==> src/core/esd_cfg.svh <==
`ifndef ESD_CFG_SVH
`define ESD_CFG_SVH

// Register offsets
`define ESD_OFS_LDO_B_DELAY 8'h0F
`define ESD_OFS_AUX_A_DELAY 8'h10
`define ESD_OFS_AUX_B_DELAY 8'h11
`define ESD_OFS_AUX_CTRL 8'h12
`define ESD_OFS_DEV_CFG 8'h13

// Register reset values
`define ESD_RST_LDO_B_DELAY 8'h26
`define ESD_RST_AUX_A_DELAY 8'h0A
`define ESD_RST_AUX_B_DELAY 8'h31
`define ESD_RST_AUX_CTRL 8'h77
`define ESD_RST_DEV_CFG 8'h46

// Delay register fields
`define ESD_FLD_OFF_HI 7
`define ESD_FLD_OFF_LO 4
`define ESD_FLD_ON_HI 3
`define ESD_FLD_ON_LO 0

// Output control fields
`define ESD_BIT_B_DRIVE_TYPE 6
`define ESD_BIT_B_PIN_GATING 5
`define ESD_BIT_B_LEVEL 4
`define ESD_BIT_A_DRIVE_TYPE 2
`define ESD_BIT_A_PIN_GATING 1
`define ESD_BIT_A_LEVEL 0
`define ESD_AUX_CTRL_RW_MASK 8'h77

// Configuration fields
`define ESD_BIT_ON_RANGE 6
`define ESD_BIT_OFF_RANGE 5
`define ESD_BIT_SHARED_FN 4
`define ESD_BIT_SHARED_PD 3
`define ESD_BIT_ENABLE_PD 2
`define ESD_BIT_THERMAL_SEL 1
`define ESD_BIT_SPREAD 0

// Timing: half-millisecond step at a 20 ns clock
`define ESD_STEP_TIME_NS 500000
`define ESD_CLK_PERIOD_NS 20
`define ESD_STEP_CYCLES (`ESD_STEP_TIME_NS / `ESD_CLK_PERIOD_NS)

`endif

==> src/core/esd_pkg.sv <==
package esd_pkg;

	// Pending state of one delay channel
	typedef enum logic [1:0] {
		ESD_IDLE = 2'b00,
		ESD_WAIT_ON = 2'b01,
		ESD_WAIT_OFF = 2'b10
	} esd_wait_e;

	// Delay in half-millisecond ticks
	typedef logic [4:0] esd_ticks_t;

endpackage

==> src/core/esd_delay_chan.sv <==
`timescale 1ns/100ps

// One delayed copy of the enable pin
module esd_delay_chan (
	// Clock and reset
	input wire logic ref_clk,
	input wire logic rst_b,
	input wire logic clk_en,
	// Enable edges and time base
	input wire logic en_rise,
	input wire logic en_fall,
	input wire logic tick,
	// Delays in ticks
	input wire esd_pkg::esd_ticks_t on_ticks,
	input wire esd_pkg::esd_ticks_t off_ticks,
	// Delayed enable state
	output logic seq_on
);

	esd_pkg::esd_wait_e wait_st;
	esd_pkg::esd_ticks_t cnt;

	// Edge restarts the count; an opposite edge drops the pending one
	always_ff @(posedge ref_clk or negedge rst_b)
	begin
		if (!rst_b)
		begin
			wait_st <= esd_pkg::ESD_IDLE;
			cnt <= 5'h00;
			seq_on <= 1'h0;
		end
		else if (clk_en)
		begin
			if (en_rise)
			begin
				// RULE_19 restart on edge
				cnt <= on_ticks;
				if (on_ticks == 5'h00)
				begin
					seq_on <= 1'h1;
					wait_st <= esd_pkg::ESD_IDLE;
				end
				else
				begin
					wait_st <= esd_pkg::ESD_WAIT_ON;
				end
			end
			else if (en_fall)
			begin
				cnt <= off_ticks;
				if (off_ticks == 5'h00)
				begin
					seq_on <= 1'h0;
					wait_st <= esd_pkg::ESD_IDLE;
				end
				else
				begin
					wait_st <= esd_pkg::ESD_WAIT_OFF;
				end
			end
			else if (tick)
			begin
				case (wait_st)
					esd_pkg::ESD_WAIT_ON,
					esd_pkg::ESD_WAIT_OFF:
					begin
						if (cnt == 5'h01)
						begin
							seq_on <= (wait_st == esd_pkg::ESD_WAIT_ON);
							wait_st <= esd_pkg::ESD_IDLE;
						end
						cnt <= cnt - 5'h01;
					end
					default:
					begin
						wait_st <= esd_pkg::ESD_IDLE;
					end
				endcase
			end
		end
	end

	// Zero delay switches on at once
	AST_ZERO_ON: assert property (@(posedge ref_clk) disable iff (!rst_b) // RULE_02
		clk_en && en_rise && (on_ticks == 5'h00) |=> seq_on)
		else $error("zero startup delay did not switch on");

	// Opposite edge abandons a pending turn-on
	AST_ABANDON: assert property (@(posedge ref_clk) disable iff (!rst_b) // RULE_19
		clk_en && en_fall |=> (wait_st != esd_pkg::ESD_WAIT_ON))
		else $error("pending turn-on survived a falling edge");

	// Output held on while a shutdown delay runs
	AST_HOLD_OFF: assert property (@(posedge ref_clk) disable iff (!rst_b) // RULE_01
		clk_en && en_fall && (off_ticks != 5'h00) && seq_on |=> seq_on)
		else $error("output dropped before shutdown delay");

	// Last tick of a pending turn-on switches on
	AST_LAST_TICK: assert property (@(posedge ref_clk) disable iff (!rst_b) // RULE_19
		clk_en && tick && !en_rise && !en_fall && (wait_st == esd_pkg::ESD_WAIT_ON)
		&& (cnt == 5'h01) |=> seq_on && (wait_st == esd_pkg::ESD_IDLE))
		else $error("turn-on delay did not complete");

endmodule

==> src/core/esd_seq_top.sv <==
`timescale 1ns/100ps
`include "esd_cfg.svh"

// Contract
// RULE_01 - Regulator stays on for shutdown code steps
// RULE_02 - Regulator turns on after startup code steps
// RULE_03 - Output A falls after its shutdown delay
// RULE_04 - Output A rises after its startup delay
// RULE_05 - Output B falls after its shutdown delay
// RULE_06 - Output B rises after its startup delay
// RULE_07 - Startup range bit picks half or full ms
// RULE_08 - Shutdown range bit picks half or full ms
// RULE_09 - Output B push-pull or open-drain select
// RULE_10 - Output B follows level, optionally gated
// RULE_11 - Output B level bit sets pin level
// RULE_12 - Output A push-pull or open-drain select
// RULE_13 - Output A follows level, optionally gated
// RULE_14 - Output A level bit sets pin level
// RULE_15 - Shared pin is output B or clock
// RULE_16 - Pull-down selects for shared and enable pins
// RULE_17 - Thermal warning threshold select bit
// RULE_18 - Spread-spectrum enable bit
// RULE_19 - Delays restart on edge, opposite edge aborts
// RULE_20 - Gated output is level AND delayed enable
module esd_seq_top #(
	parameter int STEP_CYCLES = `ESD_STEP_CYCLES
) (
	// Clock, reset, clock enable
	input wire logic ref_clk,
	input wire logic rst_b,
	input wire logic clk_en,
	// Enable pin
	input wire logic enable_pin,
	// Register port from the serial interface
	input wire logic [7:0] reg_addr,
	input wire logic [7:0] reg_wdata,
	input wire logic reg_wr,
	input wire logic reg_rd,
	output logic [7:0] reg_rdata,
	// Sequenced regulator enable
	output logic linear_reg_b_on,
	// General-purpose output pins
	output logic aux_out_a,
	output logic aux_out_a_oe_b,
	output logic aux_out_b,
	output logic aux_out_b_oe_b,
	// Configuration levels
	output logic shared_pin_function,
	output logic shared_pin_pulldown,
	output logic enable_pin_pulldown,
	output logic thermal_warn_threshold,
	output logic spread_spectrum_on
);

	localparam int PRE_W = $clog2(STEP_CYCLES);

	// Parameter check
	generate
		if (STEP_CYCLES < 3)
		begin : g_bad_step
			$error("STEP_CYCLES must be at least 3");
		end
	endgenerate

	logic [7:0] linear_reg_b_sequence_delay;
	logic [7:0] aux_out_a_sequence_delay;
	logic [7:0] aux_out_b_sequence_delay;
	logic [7:0] aux_output_control;
	logic [7:0] device_configuration;
	logic en_s1;
	logic en_s2;
	logic en_d;
	logic en_rise;
	logic en_fall;
	logic [PRE_W-1:0] pre_cnt;
	logic tick;
	logic [3:0] on_code [3];
	logic [3:0] off_code [3];
	logic [2:0] seq_on;
	logic next_a;
	logic next_b;

	// Register writes from the serial interface
	always_ff @(posedge ref_clk or negedge rst_b)
	begin
		if (!rst_b)
		begin
			linear_reg_b_sequence_delay <= `ESD_RST_LDO_B_DELAY;
			aux_out_a_sequence_delay <= `ESD_RST_AUX_A_DELAY;
			aux_out_b_sequence_delay <= `ESD_RST_AUX_B_DELAY;
			aux_output_control <= `ESD_RST_AUX_CTRL;
			device_configuration <= `ESD_RST_DEV_CFG;
		end
		else if (clk_en && reg_wr)
		begin
			case (reg_addr)
				`ESD_OFS_LDO_B_DELAY: linear_reg_b_sequence_delay <= reg_wdata;
				`ESD_OFS_AUX_A_DELAY: aux_out_a_sequence_delay <= reg_wdata;
				`ESD_OFS_AUX_B_DELAY: aux_out_b_sequence_delay <= reg_wdata;
				`ESD_OFS_AUX_CTRL: aux_output_control <= reg_wdata & `ESD_AUX_CTRL_RW_MASK;
				`ESD_OFS_DEV_CFG: device_configuration <= reg_wdata;
				default: ;
			endcase
		end
	end

	// Read data, unmapped reads return zero
	always_ff @(posedge ref_clk or negedge rst_b)
	begin
		if (!rst_b)
		begin
			reg_rdata <= 8'h00;
		end
		else if (clk_en && reg_rd)
		begin
			case (reg_addr)
				`ESD_OFS_LDO_B_DELAY: reg_rdata <= linear_reg_b_sequence_delay;
				`ESD_OFS_AUX_A_DELAY: reg_rdata <= aux_out_a_sequence_delay;
				`ESD_OFS_AUX_B_DELAY: reg_rdata <= aux_out_b_sequence_delay;
				`ESD_OFS_AUX_CTRL: reg_rdata <= aux_output_control;
				`ESD_OFS_DEV_CFG: reg_rdata <= device_configuration;
				default: reg_rdata <= 8'h00;
			endcase
		end
	end

	// Enable pin synchroniser and edge detect
	always_ff @(posedge ref_clk or negedge rst_b)
	begin
		if (!rst_b)
		begin
			en_s1 <= 1'h0;
			en_s2 <= 1'h0;
			en_d <= 1'h0;
		end
		else if (clk_en)
		begin
			en_s1 <= enable_pin;
			en_s2 <= en_s1;
			en_d <= en_s2;
		end
	end

	assign en_rise = en_s2 && !en_d;
	assign en_fall = !en_s2 && en_d;

	// Half-millisecond time base, restarted by every enable edge
	// RULE_19 common time base
	always_ff @(posedge ref_clk or negedge rst_b)
	begin
		if (!rst_b)
		begin
			pre_cnt <= '0;
		end
		else if (clk_en)
		begin
			if (en_rise || en_fall || tick)
			begin
				pre_cnt <= '0;
			end
			else
			begin
				pre_cnt <= pre_cnt + PRE_W'(1);
			end
		end
	end

	assign tick = (pre_cnt == PRE_W'(STEP_CYCLES - 1));

	// Delay codes per channel: regulator, output A, output B
	// RULE_01 regulator codes
	// RULE_03 output A codes
	// RULE_05 output B codes
	// RULE_04 A startup code
	// RULE_06 B startup code
	always_comb
	begin
		on_code[0] = linear_reg_b_sequence_delay[`ESD_FLD_ON_HI:`ESD_FLD_ON_LO];
		off_code[0] = linear_reg_b_sequence_delay[`ESD_FLD_OFF_HI:`ESD_FLD_OFF_LO];
		on_code[1] = aux_out_a_sequence_delay[`ESD_FLD_ON_HI:`ESD_FLD_ON_LO];
		off_code[1] = aux_out_a_sequence_delay[`ESD_FLD_OFF_HI:`ESD_FLD_OFF_LO];
		on_code[2] = aux_out_b_sequence_delay[`ESD_FLD_ON_HI:`ESD_FLD_ON_LO];
		off_code[2] = aux_out_b_sequence_delay[`ESD_FLD_OFF_HI:`ESD_FLD_OFF_LO];
	end

	// Delay channels
	generate
		for (genvar i = 0; i < 3; i++)
		begin : g_chan
			esd_pkg::esd_ticks_t on_t;
			esd_pkg::esd_ticks_t off_t;
			// RULE_07 startup step scaling
			assign on_t = device_configuration[`ESD_BIT_ON_RANGE] ?
				{on_code[i], 1'h0} : {1'h0, on_code[i]};
			// RULE_08 shutdown step scaling
			assign off_t = device_configuration[`ESD_BIT_OFF_RANGE] ?
				{off_code[i], 1'h0} : {1'h0, off_code[i]};
			esd_delay_chan u_chan (
				.ref_clk(ref_clk),
				.rst_b(rst_b),
				.clk_en(clk_en),
				.en_rise(en_rise),
				.en_fall(en_fall),
				.tick(tick),
				.on_ticks(on_t),
				.off_ticks(off_t),
				.seq_on(seq_on[i])
			);
		end
	endgenerate

	// RULE_02 regulator follows its delayed enable
	assign linear_reg_b_on = seq_on[0];

	// Pin levels: level bit alone, or ANDed with the delayed enable
	always_comb
	begin
		// RULE_13 output A gating
		// RULE_20 level AND delayed enable
		next_a = aux_output_control[`ESD_BIT_A_LEVEL] &&
			(!aux_output_control[`ESD_BIT_A_PIN_GATING] || seq_on[1]);
		// RULE_10 output B gating
		next_b = aux_output_control[`ESD_BIT_B_LEVEL] &&
			(!aux_output_control[`ESD_BIT_B_PIN_GATING] || seq_on[2]);
	end

	// Pin drivers; open-drain releases the pin when high
	always_ff @(posedge ref_clk or negedge rst_b)
	begin
		if (!rst_b)
		begin
			aux_out_a <= 1'h0;
			aux_out_a_oe_b <= 1'h1;
			aux_out_b <= 1'h0;
			aux_out_b_oe_b <= 1'h1;
		end
		else if (clk_en)
		begin
			// RULE_14 output A level
			aux_out_a <= next_a;
			// RULE_12 output A drive type
			aux_out_a_oe_b <= aux_output_control[`ESD_BIT_A_DRIVE_TYPE] && next_a;
			// RULE_11 output B level
			aux_out_b <= next_b;
			// RULE_09 output B drive type
			// RULE_15 clock function releases the pin
			aux_out_b_oe_b <= device_configuration[`ESD_BIT_SHARED_FN] ||
				(aux_output_control[`ESD_BIT_B_DRIVE_TYPE] && next_b);
		end
	end

	// Configuration levels
	// RULE_15 shared pin function
	assign shared_pin_function = device_configuration[`ESD_BIT_SHARED_FN];
	// RULE_16 pull-down selects
	assign shared_pin_pulldown = device_configuration[`ESD_BIT_SHARED_PD];
	assign enable_pin_pulldown = device_configuration[`ESD_BIT_ENABLE_PD];
	// RULE_17 thermal threshold
	assign thermal_warn_threshold = device_configuration[`ESD_BIT_THERMAL_SEL];
	// RULE_18 spread spectrum
	assign spread_spectrum_on = device_configuration[`ESD_BIT_SPREAD];

	// Ungated output A copies its level bit
	AST_A_DIRECT: assert property (@(posedge ref_clk) disable iff (!rst_b) // RULE_13
		clk_en && !aux_output_control[`ESD_BIT_A_PIN_GATING]
		|=> aux_out_a == $past(aux_output_control[`ESD_BIT_A_LEVEL]))
		else $error("output A does not follow its level bit");

	// Gated output A is level AND delayed enable
	AST_A_GATED: assert property (@(posedge ref_clk) disable iff (!rst_b) // RULE_20
		clk_en && aux_output_control[`ESD_BIT_A_PIN_GATING]
		|=> aux_out_a == ($past(aux_output_control[`ESD_BIT_A_LEVEL]) && $past(seq_on[1])))
		else $error("gated output A wrong");

	// Open-drain output B never drives high
	AST_B_OPEN_DRAIN: assert property (@(posedge ref_clk) disable iff (!rst_b) // RULE_09
		clk_en && aux_output_control[`ESD_BIT_B_DRIVE_TYPE] |=> !(aux_out_b && !aux_out_b_oe_b))
		else $error("open-drain output B drove high");

	// Clock function leaves the shared pin undriven
	AST_B_CLOCK_IN: assert property (@(posedge ref_clk) disable iff (!rst_b) // RULE_15
		clk_en && device_configuration[`ESD_BIT_SHARED_FN] |=> aux_out_b_oe_b)
		else $error("shared pin driven while in clock function");

	// Gated output B drops with its delayed enable
	AST_B_GATED: assert property (@(posedge ref_clk) disable iff (!rst_b) // RULE_10
		clk_en && aux_output_control[`ESD_BIT_B_PIN_GATING] && !seq_on[2] |=> !aux_out_b)
		else $error("gated output B high without delayed enable");

	// Time base restarts on an enable edge
	AST_TICK_SPACING: assert property (@(posedge ref_clk) disable iff (!rst_b) // RULE_19
		clk_en && (en_rise || en_fall) |=> (pre_cnt == '0) ##1 !tick)
		else $error("time base not restarted by enable edge");

	// Push-pull output A always drives its pin
	AST_A_PUSH_PULL: assert property (@(posedge ref_clk) disable iff (!rst_b) // RULE_12
		clk_en && !aux_output_control[`ESD_BIT_A_DRIVE_TYPE] |=> !aux_out_a_oe_b)
		else $error("push-pull output A released its pin");

	// Ungated output B copies its level bit
	AST_B_DIRECT: assert property (@(posedge ref_clk) disable iff (!rst_b) // RULE_11
		clk_en && !aux_output_control[`ESD_BIT_B_PIN_GATING]
		|=> aux_out_b == $past(aux_output_control[`ESD_BIT_B_LEVEL]))
		else $error("output B does not follow its level bit");

	// Clearing the level bit drops output A without waiting for a delay
	AST_LEVEL_NO_WAIT: assert property (@(posedge ref_clk) disable iff (!rst_b) // RULE_20
		clk_en && !aux_output_control[`ESD_BIT_A_LEVEL] |=> !aux_out_a)
		else $error("output A high with its level bit clear");

endmodule

==> config.mk <==
export PLATFORM = sky130hd
export DESIGN_NAME = esd_seq_top
export DESIGN_NICKNAME = d
export VERILOG_FILES = /design/src/core/esd_pkg.sv /design/src/core/esd_delay_chan.sv /design/src/core/esd_seq_top.sv
export VERILOG_INCLUDE_DIRS = /design/src /design/src/core
export SDC_FILE = /design/constraint.sdc
export NUM_CORES = 1
export LEC_CHECK = 0
export ABC_AREA = 1
export BUFFER_PORTS_ARGS = -buffer_cell sky130_fd_sc_hd__buf_2
export CORE_MARGIN = 2
export CORE_UTILIZATION = 50
export DETAILED_ROUTE_END_ITERATION = 7
export PLACE_DENSITY = 0.71
export SLEW_MARGIN = 10
export SYNTH_ARGS = -nofsm -noshare
export SYNTH_HDL_FRONTEND = slang
export SYNTH_SLANG_ARGS = --single-unit
==> constraint.sdc <==
create_clock -name ref_clk -period 3.9 [get_ports ref_clk]
set_input_delay 0.78 -clock ref_clk [delete_from_list [all_inputs] [get_ports ref_clk]]
set_output_delay 0.78 -clock ref_clk [all_outputs]
set_load 0.01 [all_outputs]
==> results of run 1 <==
## stage by stage
step / hold slack (ns) / area (um^2)
5_1_grt: 0.328 / 5820
3_5_place_dp: 0.455 / 5610
4_1_cts: 0.318 / 5820
2_1_floorplan: 0.442 / 5360
6_report: 0.306 / 5820
3_3_place_gp: 0.451 / 5610
## power breakdown
group	leakage (uW)	switching (uW)	internal [uW]
clock	0.000106	394	313
sequential	0.00115	106	1100
combinational	0.00162	473	272
total	0.00288	973	1690
## worst paths after layout
path	start	depth (start not counted)	end	slack (ns)
max in group asynchronous	rst_b	2	aux_out_a_sequence_delay[3]$_DFFE_PN1P_	2.74
hold / removal	rst_b	1	pre_cnt[11]$_DFFE_PN0P_	0.31
min in group ref_clk	g_chan[0].u_chan.seq_on$_DFFE_PN0P_	2	g_chan[0].u_chan.seq_on$_DFFE_PN0P_	0.47
setup reg to reg	en_d$_DFFE_PN0P_	10	g_chan[2].u_chan.cnt[4]$_DFFE_PN0P_	1.34
hold reg to reg	g_chan[0].u_chan.seq_on$_DFFE_PN0P_	2	g_chan[0].u_chan.seq_on$_DFFE_PN0P_	0.47
setup / recovery	en_d$_DFFE_PN0P_	10	g_chan[2].u_chan.cnt[4]$_DFFE_PN0P_	1.34
## placed cells by master (no fill, tap or decap), types with 7 or more instances in the layout
master    count
nand2_1     197
inv_1        88
o21ai_0      80
dfrtp_1      73
nand3_1      64
nor2_1       56
buf_2        38
dfstp_2      19
o21ai_2      16
a21oi_1      15
ha_1         13
nor3_1        9
clkbuf_8      9
o221ai_1      8
xor2_1        7
## metal layers
metal  global-route usage (%)  part of all wire, %  routed length (um)  vias up
li1                         -                    -                   -     2360
met1                     34.4                   47                6270     2239
met2                     38.7                   45                6080      166
met3                     3.27                  5.0                 667       30
met4                     10.3                  3.0                 396        0
met5                        0                    0                   0        -
## flip-flops by register name, indices dropped and copies added (netlist names)
signal,cells
aux_out_a,1
aux_out_a_oe_b,1
aux_out_a_sequence_delay,8
aux_out_b,1
aux_out_b_oe_b,1
aux_out_b_sequence_delay,8
aux_output_control,6
device_configuration,8
en_d,1
en_s1,1
en_s2,1
g_chan.u_chan.cnt,15
g_chan.u_chan.seq_on,3
g_chan.u_chan.wait_st,6
linear_reg_b_sequence_delay,8
pre_cnt,15
reg_rdata,8
## area by class of cell
cell class	instances	share of cell area (%)
Clock buffer	9	2.13
Clock inverter	7	1.53
Inverter	92	5.93
Multi-Input combinational cell	505	43.8
Sequential cell	92	39.9
Tap cell	136	2.92
Timing Repair Buffer	42	3.78
## cell families after synthesis
logic type      count (synthesis)
compound gates                133
xor+xnor                        9
fa+ha+maj                      13
buf+inv                       114
flops                          92
simple gates                  350
==> results.json, run 1 <==
{
  "status": "complete, no violations",
  "ys_top_cells_by_area": "dfrtp_1 34%, nand2_1 14%, dfstp_2 9.3%, o21ai_0 7.5%, inv_1 6.2%",
  "end_kind": "flop",
  "synth_top_family_by_area": "simple AND/OR/NAND/NOR gates",
  "routed_wl_um": 13400,
  "drive_gt1_share_pct": 15.4,
  "cts_max_path_buffers": 2,
  "cp_data_required_time_ns": 4.19,
  "route.detailed.drc": 0,
  "ys_seq_area_share_pct": 43.4,
  "holdBufCountCts": 0,
  "synth_adder_area_share_pct": 3.04,
  "viasPerCell": 5.43,
  "yosysTopAreaCell": "dfrtp_1",
  "drtIter0Drc": 359,
  "grt_setup_unrepaired": "no",
  "relSlewSlack_pct": 56.4,
  "multi_input_area_mm2": 0.00255,
  "clk_pin_slew_ns": 0.11,
  "grtUsageTotal_pct": 24.7,
  "cts_tree": "yes",
  "max_freq_ghz": 0.391,
  "p_leak_uw": 0.00288,
  "postSynthNetCount": 746,
  "crit_fanout": 16,
  "grt.overflow.total": 0,
  "grt_pass1_vias": 4559,
  "ir_drop_uv": 199,
  "post_cts_buffers": 0,
  "cts_buffers": 9,
  "place_ws_ns": 1.40,
  "ant_nets": 0,
  "yosysMostFrequentCell": "nand2_1",
  "cpPeakStageDelay_ns": 0.50,
  "ios": 40,
  "crit_arrival_ns": 2.85,
  "power_density_mw_per_mm2": 457,
  "grt_pass1_wl_um": 22500,
  "syn-mean-instance-area_um2": 7.54,
  "setup_tns_ns": 0,
  "die_w_um": 108,
  "power_uw": 2660,
  "stdcell_count": 883,
  "fillers": 1011,
  "synth_cell_types": 38,
  "start_util_pct": 51.7,
  "seq_area_mm2": 0.00233,
  "netlist.area_leader.share_pct": 34.1,
  "cts-root-buf": "clkbuf_8",
  "htreeDepth": 3,
  "synth-edff-count": 0,
  "slew_viol_final": 0,
  "synth_mux_area_share_pct": 0,
  "crit_type": "flop to flop",
  "wl_per_cell_um": 15.2,
  "num_vias": 4795,
  "hp-class": "primary input to async pin",
  "clk_latency_ns": 0.37,
  "dieHeight_um": 108,
  "critPathBufInv": 4,
  "die-area_mm2": 0.0116,
  "hold_viol": 0,
  "synth_seq_cells": 92,
  "clock_sinks": 92,
  "crit_chain": "inv_1 -> ha_1 -> clkinv_1 -> nand2_1 -> inv_1 -> a22oi_1 -> nand2_1 -> inv_1 -> nand2_1 -> o21ai_0",
  "antenna_found_initial": 0,
  "setup_viol": 0,
  "dp.cells": 867,
  "gp_congestion": 0.952,
  "ys.flop_type": "dfrtp_1",
  "yosys.area_share.xor_xnor_pct": 1.47,
  "syn-instance-count": 711,
  "post-route-util_pct": 56.2,
  "area_growth_pct": 8.66,
  "drtPass1Iterations": 5,
  "crit_path_top_delay_cell": "ha_1",
  "core_area_mm2": 0.0104,
  "place_hpwl_um": 10000,
  "final_nets": 777,
  "netlist_area_mm2": 0.00536,
  "period_minus_slack_ns": 2.56,
  "rows": 37,
  "synthTopCellsByCount": "197 x nand2_1, 88 x inv_1, 80 x o21ai_0",
  "clock_skew_ns": 0.0185,
  "yosys_warnings": 0,
  "tightestPinTransition_ns": 0.655,
  "grt_max_degree": 40,
  "fin_crit_sh_pct": 65.6,
  "crit_family": "buffers and inverters",
  "ys_async_sr_fraction_pct": 100,
  "port_buffers": 39,
  "start_kind": "flop",
  "synth-compound-area-share_pct": 14.6,
  "max_cap_violations": 0,
  "yosys.area_share.simple_pct": 28.4,
  "n_antenna_cell": 0,
  "cts_resized": 0,
  "fin_ws_ns": 1.34
}
Note: power is estimated with default switching activity, not from simulation.
==> run 2, diff against run 1 <==
Settings changed: PLACE_DENSITY 0.71 to 0.74.
Clock period 3.9 ns to 2.08 ns, I/O delays scaled along.
==> run 2 against run 1 <==
Non-clock buffer count increased by 12; flip-flop and latch count unchanged; worst setup slack lost 1.2 ns; design area up 1.9%; die area is the same; clock-buffer cell count did not move; maximum frequency up 34%; register-to-register slack worse by 1.2 ns; clock skew down 0.0018 ns; worst hold slack worse by 0.069 ns; sequential power is 87% higher; critical path type unchanged; critical endpoint is now g_chan[0].u_chan.seq_on$_DFFE_PN0P_; largest cell class unchanged.
==> results.json, run 2 (synthesis results as in run 1) <==
{
  "cts_max_path_buffers": 2,
  "clk_latency_ns": 0.38,
  "n_antenna_cell": 0,
  "clock_skew_ns": 0.0167,
  "ios": 40,
  "fin_crit_sh_pct": 92.1,
  "tightestPinTransition_ns": 0.566,
  "hold_viol": 0,
  "route.detailed.drc": 0,
  "period_minus_slack_ns": 1.91,
  "htreeDepth": 3,
  "post-route-util_pct": 57.2,
  "clock_sinks": 92,
  "ir_drop_uv": 383,
  "core_area_mm2": 0.0104,
  "setup_tns_ns": 0,
  "antenna_found_initial": 0,
  "slew_viol_final": 0,
  "power_uw": 4900,
  "grt_max_degree": 38,
  "reg_top3": "g_chan.u_chan.cnt: 15 flops, pre_cnt: 15 flops",
  "end_kind": "flop",
  "grt_pass1_wl_um": 22800,
  "setup_viol": 0,
  "worstReg2RegStart": "pre_cnt[0]$_DFFE_PN0P_",
  "place_hpwl_um": 10300,
  "grt_setup_unrepaired": "yes",
  "cpPeakStageDelay_ns": 0.41,
  "start_util_pct": 51.7,
  "crit_chain": "ha_1 -> nand2_1 -> inv_1 -> nand2_1 -> nor2_1 -> nand2_1 -> nand2_1 -> nand2_2 -> nor2_2 -> nand2_1 -> nand2_1 -> nand2_1",
  "crit_arrival_ns": 2.19,
  "drive_gt1_share_pct": 16.6,
  "critPathBufInv": 1,
  "routed_wl_um": 13500,
  "stdcell_count": 895,
  "relSlewSlack_pct": 62.1,
  "crit_top_cell": "nand2_1",
  "met2_length_um": 6310,
  "hp-class": "primary input to flop",
  "area_growth_pct": 10.7,
  "p_leak_uw": 0.00293,
  "crit_fanout": 16,
  "cts_tree": "yes",
  "max_freq_ghz": 0.522,
  "cts_buffers": 9,
  "num_vias": 4904,
  "final_cell_mix": "197 x nand2_1, 88 x inv_1, 80 x o21ai_0, 73 x dfrtp_1, 64 x nand3_1",
  "post_cts_buffers": 0,
  "fillers": 959,
  "die_w_um": 108,
  "cp_data_required_time_ns": 2.35,
  "wl_per_cell_um": 15.1,
  "crit_path_end": "g_chan[0].u_chan.seq_on$_DFFE_PN0P_",
  "power_density_mw_per_mm2": 826,
  "crit_start": "pre_cnt[0]$_DFFE_PN0P_",
  "port_buffers": 39,
  "final_nets": 789,
  "final_common_cell": "nand2_1",
  "rows": 37,
  "start_kind": "flop",
  "crit_type": "flop to flop",
  "ant_nets": 0,
  "gp_congestion": 0.949,
  "critical_path_cell_count": 12,
  "cts-root-buf": "clkbuf_8",
  "dp.cells": 878,
  "clk_pin_slew_ns": 0.11,
  "rr_endpoint": "g_chan[0].u_chan.seq_on$_DFFE_PN0P_",
  "status": "complete, no violations",
  "wl_met1_um": 5990,
  "max_cap_violations": 0,
  "grt_pass1_vias": 4603,
  "r2r_slack_ns": 0.17,
  "drtIter0Drc": 343,
  "top_layer": "met4",
  "dieHeight_um": 108,
  "grtUsageTotal_pct": 25.0,
  "dr_wl_met3_um": 857,
  "crit_family": "simple AND/OR/NAND/NOR gates",
  "crit_path_top_delay_cell": "dfrtp_1",
  "grt.overflow.total": 0,
  "drtPass1Iterations": 5,
  "die-area_mm2": 0.0116,
  "viasPerCell": 5.48,
  "rr_worst_depth": 12
}
run 2: worst min path at each step:
| stage | startpoint | end | slack (ns) | cells after the start |
|---|---|---|---|---|
| finish | enable_pin | en_s1$_DFFE_PN0P_ | 0.24 | 3 |
| global route | enable_pin | en_s1$_DFFE_PN0P_ | 0.25 | 3 |
| floorplan | rst_b | aux_out_a$_DFFE_PN0P_ | 0.12 | 0 |
| CTS | enable_pin | en_s1$_DFFE_PN0P_ | 0.23 | 3 |
| global placement | rst_b | g_chan[0].u_chan.seq_on$_DFFE_PN0P_ | 0.32 | 1 |
| detailed placement | rst_b | g_chan[0].u_chan.seq_on$_DFFE_PN0P_ | 0.33 | 1 |
run 2: layer usage:
layer | GRT usage [%] | vias to the layer above
li1 | - | 2383
met1 | 34.7 | 2295
met2 | 40.0 | 194
met3 | 3.09 | 32
met4 | 9.43 | 0
met5 | 0 | -
run 2: metrics by stage:
stage / instance area, um^2 / hold slack, ns / setup slack (ns)
2_1_floorplan: 5360 / 0.120 / 0.442
3_3_place_gp: 5720 / 0.323 / 0.221
3_5_place_dp: 5720 / 0.326 / 0.210
4_1_cts: 5930 / 0.232 / 0.174
5_1_grt: 5930 / 0.250 / -0.0213
6_report: 5930 / 0.237 / 0.165
run 2: where the power goes:
part	switching, uW	total (uW)	internal, uW	leakage [uW]
Clock	740	1210	475	0.0000990
Combinational	882	1420	538	0.00168
Sequential	198	2260	2070	0.00115
run 2: layout make-up:
type / instances / area [um^2] / area share (%)
Timing Repair Buffer: 54 / 338 / 5.70
Clock buffer: 9 / 124 / 2.09
Sequential cell: 92 / 2330 / 39.2
Inverter: 92 / 345 / 5.82
Tap cell: 136 / 170 / 2.87
Multi-Input combinational cell: 505 / 2550 / 43.0
Clock inverter: 7 / 80.1 / 1.35
run 2: worst register-to-register path: cells and delay by family, from the launching register on:
| family | cells | cell delay, ns |
|---|---|---|
| flops | 1 | 0.41 |
| fa+ha+maj | 1 | 0.23 |
| buf+inv | 1 | 0.05 |
| simple gates | 10 | 1.12 |
run 2: repair_timing:
item                       in CTS  in global routing
hold buffers                    1                  0
resized for setup               0                  0
hold endpoints to repair       17                  0
setup endpoints to repair       0                  2
==> run 3, diff against run 2 <==
Settings changed: CORE_MARGIN 2 to not set.
==> run 3 against run 2 <==
Flip-flop and latch count stayed put; combinational power hardly changed; clock skew decreased by 0.0091 ns; clock-buffer cell count grew 2; maximum frequency up 3.1%; sequential share of layout area is 0.066 points higher; die area shrank 3.7%; sequential power about the same; critical path depth decreased by 3; routed wire length is 1.3% lower; worst hold slack better by 0.0055 ns; via count is 1.4% lower; largest cell class unchanged.
==> results.json, run 3 (synthesis results as in run 1) <==
{
  "placed_cell_area_mm2": 0.00571,
  "antenna_found_initial": 0,
  "seq_area_mm2": 0.00233,
  "cts-root-buf": "clkbuf_8",
  "htreeDepth": 3,
  "p_leak_uw": 0.00292,
  "reg_top3": "g_chan.u_chan.cnt: 15 flops, pre_cnt: 15 flops",
  "die-area_mm2": 0.0111,
  "clk_pin_slew_ns": 0.10,
  "final_common_cell": "nand2_1",
  "ant_nets": 0,
  "die_w_um": 106,
  "drive_gt1_share_pct": 16.4,
  "grt_max_degree": 39,
  "cp_data_required_time_ns": 2.34,
  "crit_chain": "inv_1 -> ha_1 -> inv_1 -> nand2_1 -> inv_1 -> nand2_1 -> o221ai_1 -> nand2_1 -> nand2_1",
  "fin_crit_sh_pct": 89.3,
  "multi_input_area_mm2": 0.00256,
  "drtPass1Iterations": 6,
  "grtUsageTotal_pct": 25.8,
  "fillers": 998,
  "power_density_mw_per_mm2": 816,
  "cpPeakStageDelay_ns": 0.41,
  "max_freq_ghz": 0.538,
  "area_growth_pct": 10.5,
  "crit_type": "flop to flop",
  "final_area_mm2": 0.00592,
  "crit_top_cell": "nand2_1",
  "dp.cells": 877,
  "core_area_mm2": 0.0104,
  "ir_drop_uv": 391,
  "cts_tree": "yes",
  "viasPerCell": 5.41,
  "cts_max_path_buffers": 2,
  "crit_fanout": 12,
  "num_vias": 4837,
  "crit_family": "simple AND/OR/NAND/NOR gates",
  "post-route-util_pct": 57.1,
  "start_util_pct": 51.7,
  "place_hpwl_um": 10000,
  "setup_viol": 0,
  "clock_skew_ns": 0.00765,
  "port_buffers": 39,
  "max_cap_violations": 0,
  "start_kind": "flop",
  "critPathBufInv": 3,
  "clk_latency_ns": 0.37,
  "tightestPinTransition_ns": 0.572,
  "relSlewSlack_pct": 61.7,
  "crit_path_top_delay_cell": "dfrtp_1",
  "fin_ws_ns": 0.222,
  "dieHeight_um": 106,
  "drtIter0Drc": 352,
  "period_minus_slack_ns": 1.86,
  "slew_viol_final": 0,
  "n_antenna_cell": 0,
  "routed_wl_um": 13400,
  "end_kind": "flop",
  "post_cts_buffers": 0,
  "crit_arrival_ns": 2.11,
  "hold_viol": 0,
  "wl_per_cell_um": 14.9,
  "grt_setup_unrepaired": "no",
  "final_nets": 788,
  "gp_congestion": 0.915,
  "place_ws_ns": 0.214,
  "status": "complete, no violations",
  "hp-class": "primary input to flop",
  "cts_buffers": 9,
  "grt.overflow.total": 0,
  "grt_pass1_vias": 4557,
  "ios": 40,
  "clock_sinks": 92,
  "setup_tns_ns": 0,
  "rows": 37,
  "grt_pass1_wl_um": 22400,
  "route.detailed.drc": 0,
  "final_cell_mix": "197 x nand2_1, 88 x inv_1, 80 x o21ai_0, 73 x dfrtp_1, 64 x nand3_1",
  "stdcell_count": 894
}
==> run 3: worst paths after layout <==
| check | start | end | slack, ns | cells past startpoint |
|---|---|---|---|---|
| max in group asynchronous | rst_b | device_configuration[1]$_DFFE_PN1P_ | 0.95 | 3 |
| hold reg to reg | g_chan[0].u_chan.seq_on$_DFFE_PN0P_ | g_chan[0].u_chan.seq_on$_DFFE_PN0P_ | 0.47 | 2 |
| setup reg to reg | en_s2$_DFFE_PN0P_ | g_chan[0].u_chan.cnt[2]$_DFFE_PN0P_ | 0.22 | 9 |
| hold / removal | enable_pin | en_s1$_DFFE_PN0P_ | 0.24 | 3 |
| min in group asynchronous | rst_b | g_chan[0].u_chan.cnt[4]$_DFFE_PN0P_ | 0.52 | 2 |
| setup / recovery | en_s2$_DFFE_PN0P_ | g_chan[0].u_chan.cnt[2]$_DFFE_PN0P_ | 0.22 | 9 |
==> run 3: routing by layer <==
metal  part of all wire [%]  GRT usage (%)  vias up
li1                       -              -     2385
met1                     45           34.6     2258
met2                     46           40.6      163
met3                    6.4           5.75       31
met4                    2.8           10.3        0
met5                      0              0        -
==> run 3: where the power goes <==
group          internal [uW]  switching, uW  total [uW]  leakage (uW)
sequential              2070            203        2270       0.00115
combinational            537            871        1410       0.00168
clock                    485            671        1160     0.0000920
total                   3090           1750        4830       0.00292
==> run 3: tightest hold or removal path: stages <==
cell	delay [ns]
buf_2	0.07
nand2_1	0.04
nand2_1	0.05
==> run 3: cell type report <==
| cell class | count | area share (%) |
|---|---|---|
| Clock buffer | 11 | 2.39 |
| Tap cell | 136 | 2.87 |
| Inverter | 92 | 5.83 |
| Multi-Input combinational cell | 505 | 43.3 |
| Timing Repair Buffer | 53 | 5.58 |
| Sequential cell | 92 | 39.3 |
| Clock inverter | 5 | 0.761 |
==> run 3: per-stage QoR <==
step / hold WS, ns / power (uW)
2_1_floorplan: 0.120 / 3250
3_3_place_gp: 0.381 / 3630
3_5_place_dp: 0.391 / 3680
4_1_cts: 0.238 / 4850
5_1_grt: 0.256 / 5180
6_report: 0.243 / 4830
==> run 3: repair_timing <==
action | 4_1_cts | 5_1_grt
endpoints found under the setup margin | 0 | 4
hold endpoints to repair | 22 | 0
hold buffers | 1 | 0
gates resized for setup | 0 | 3
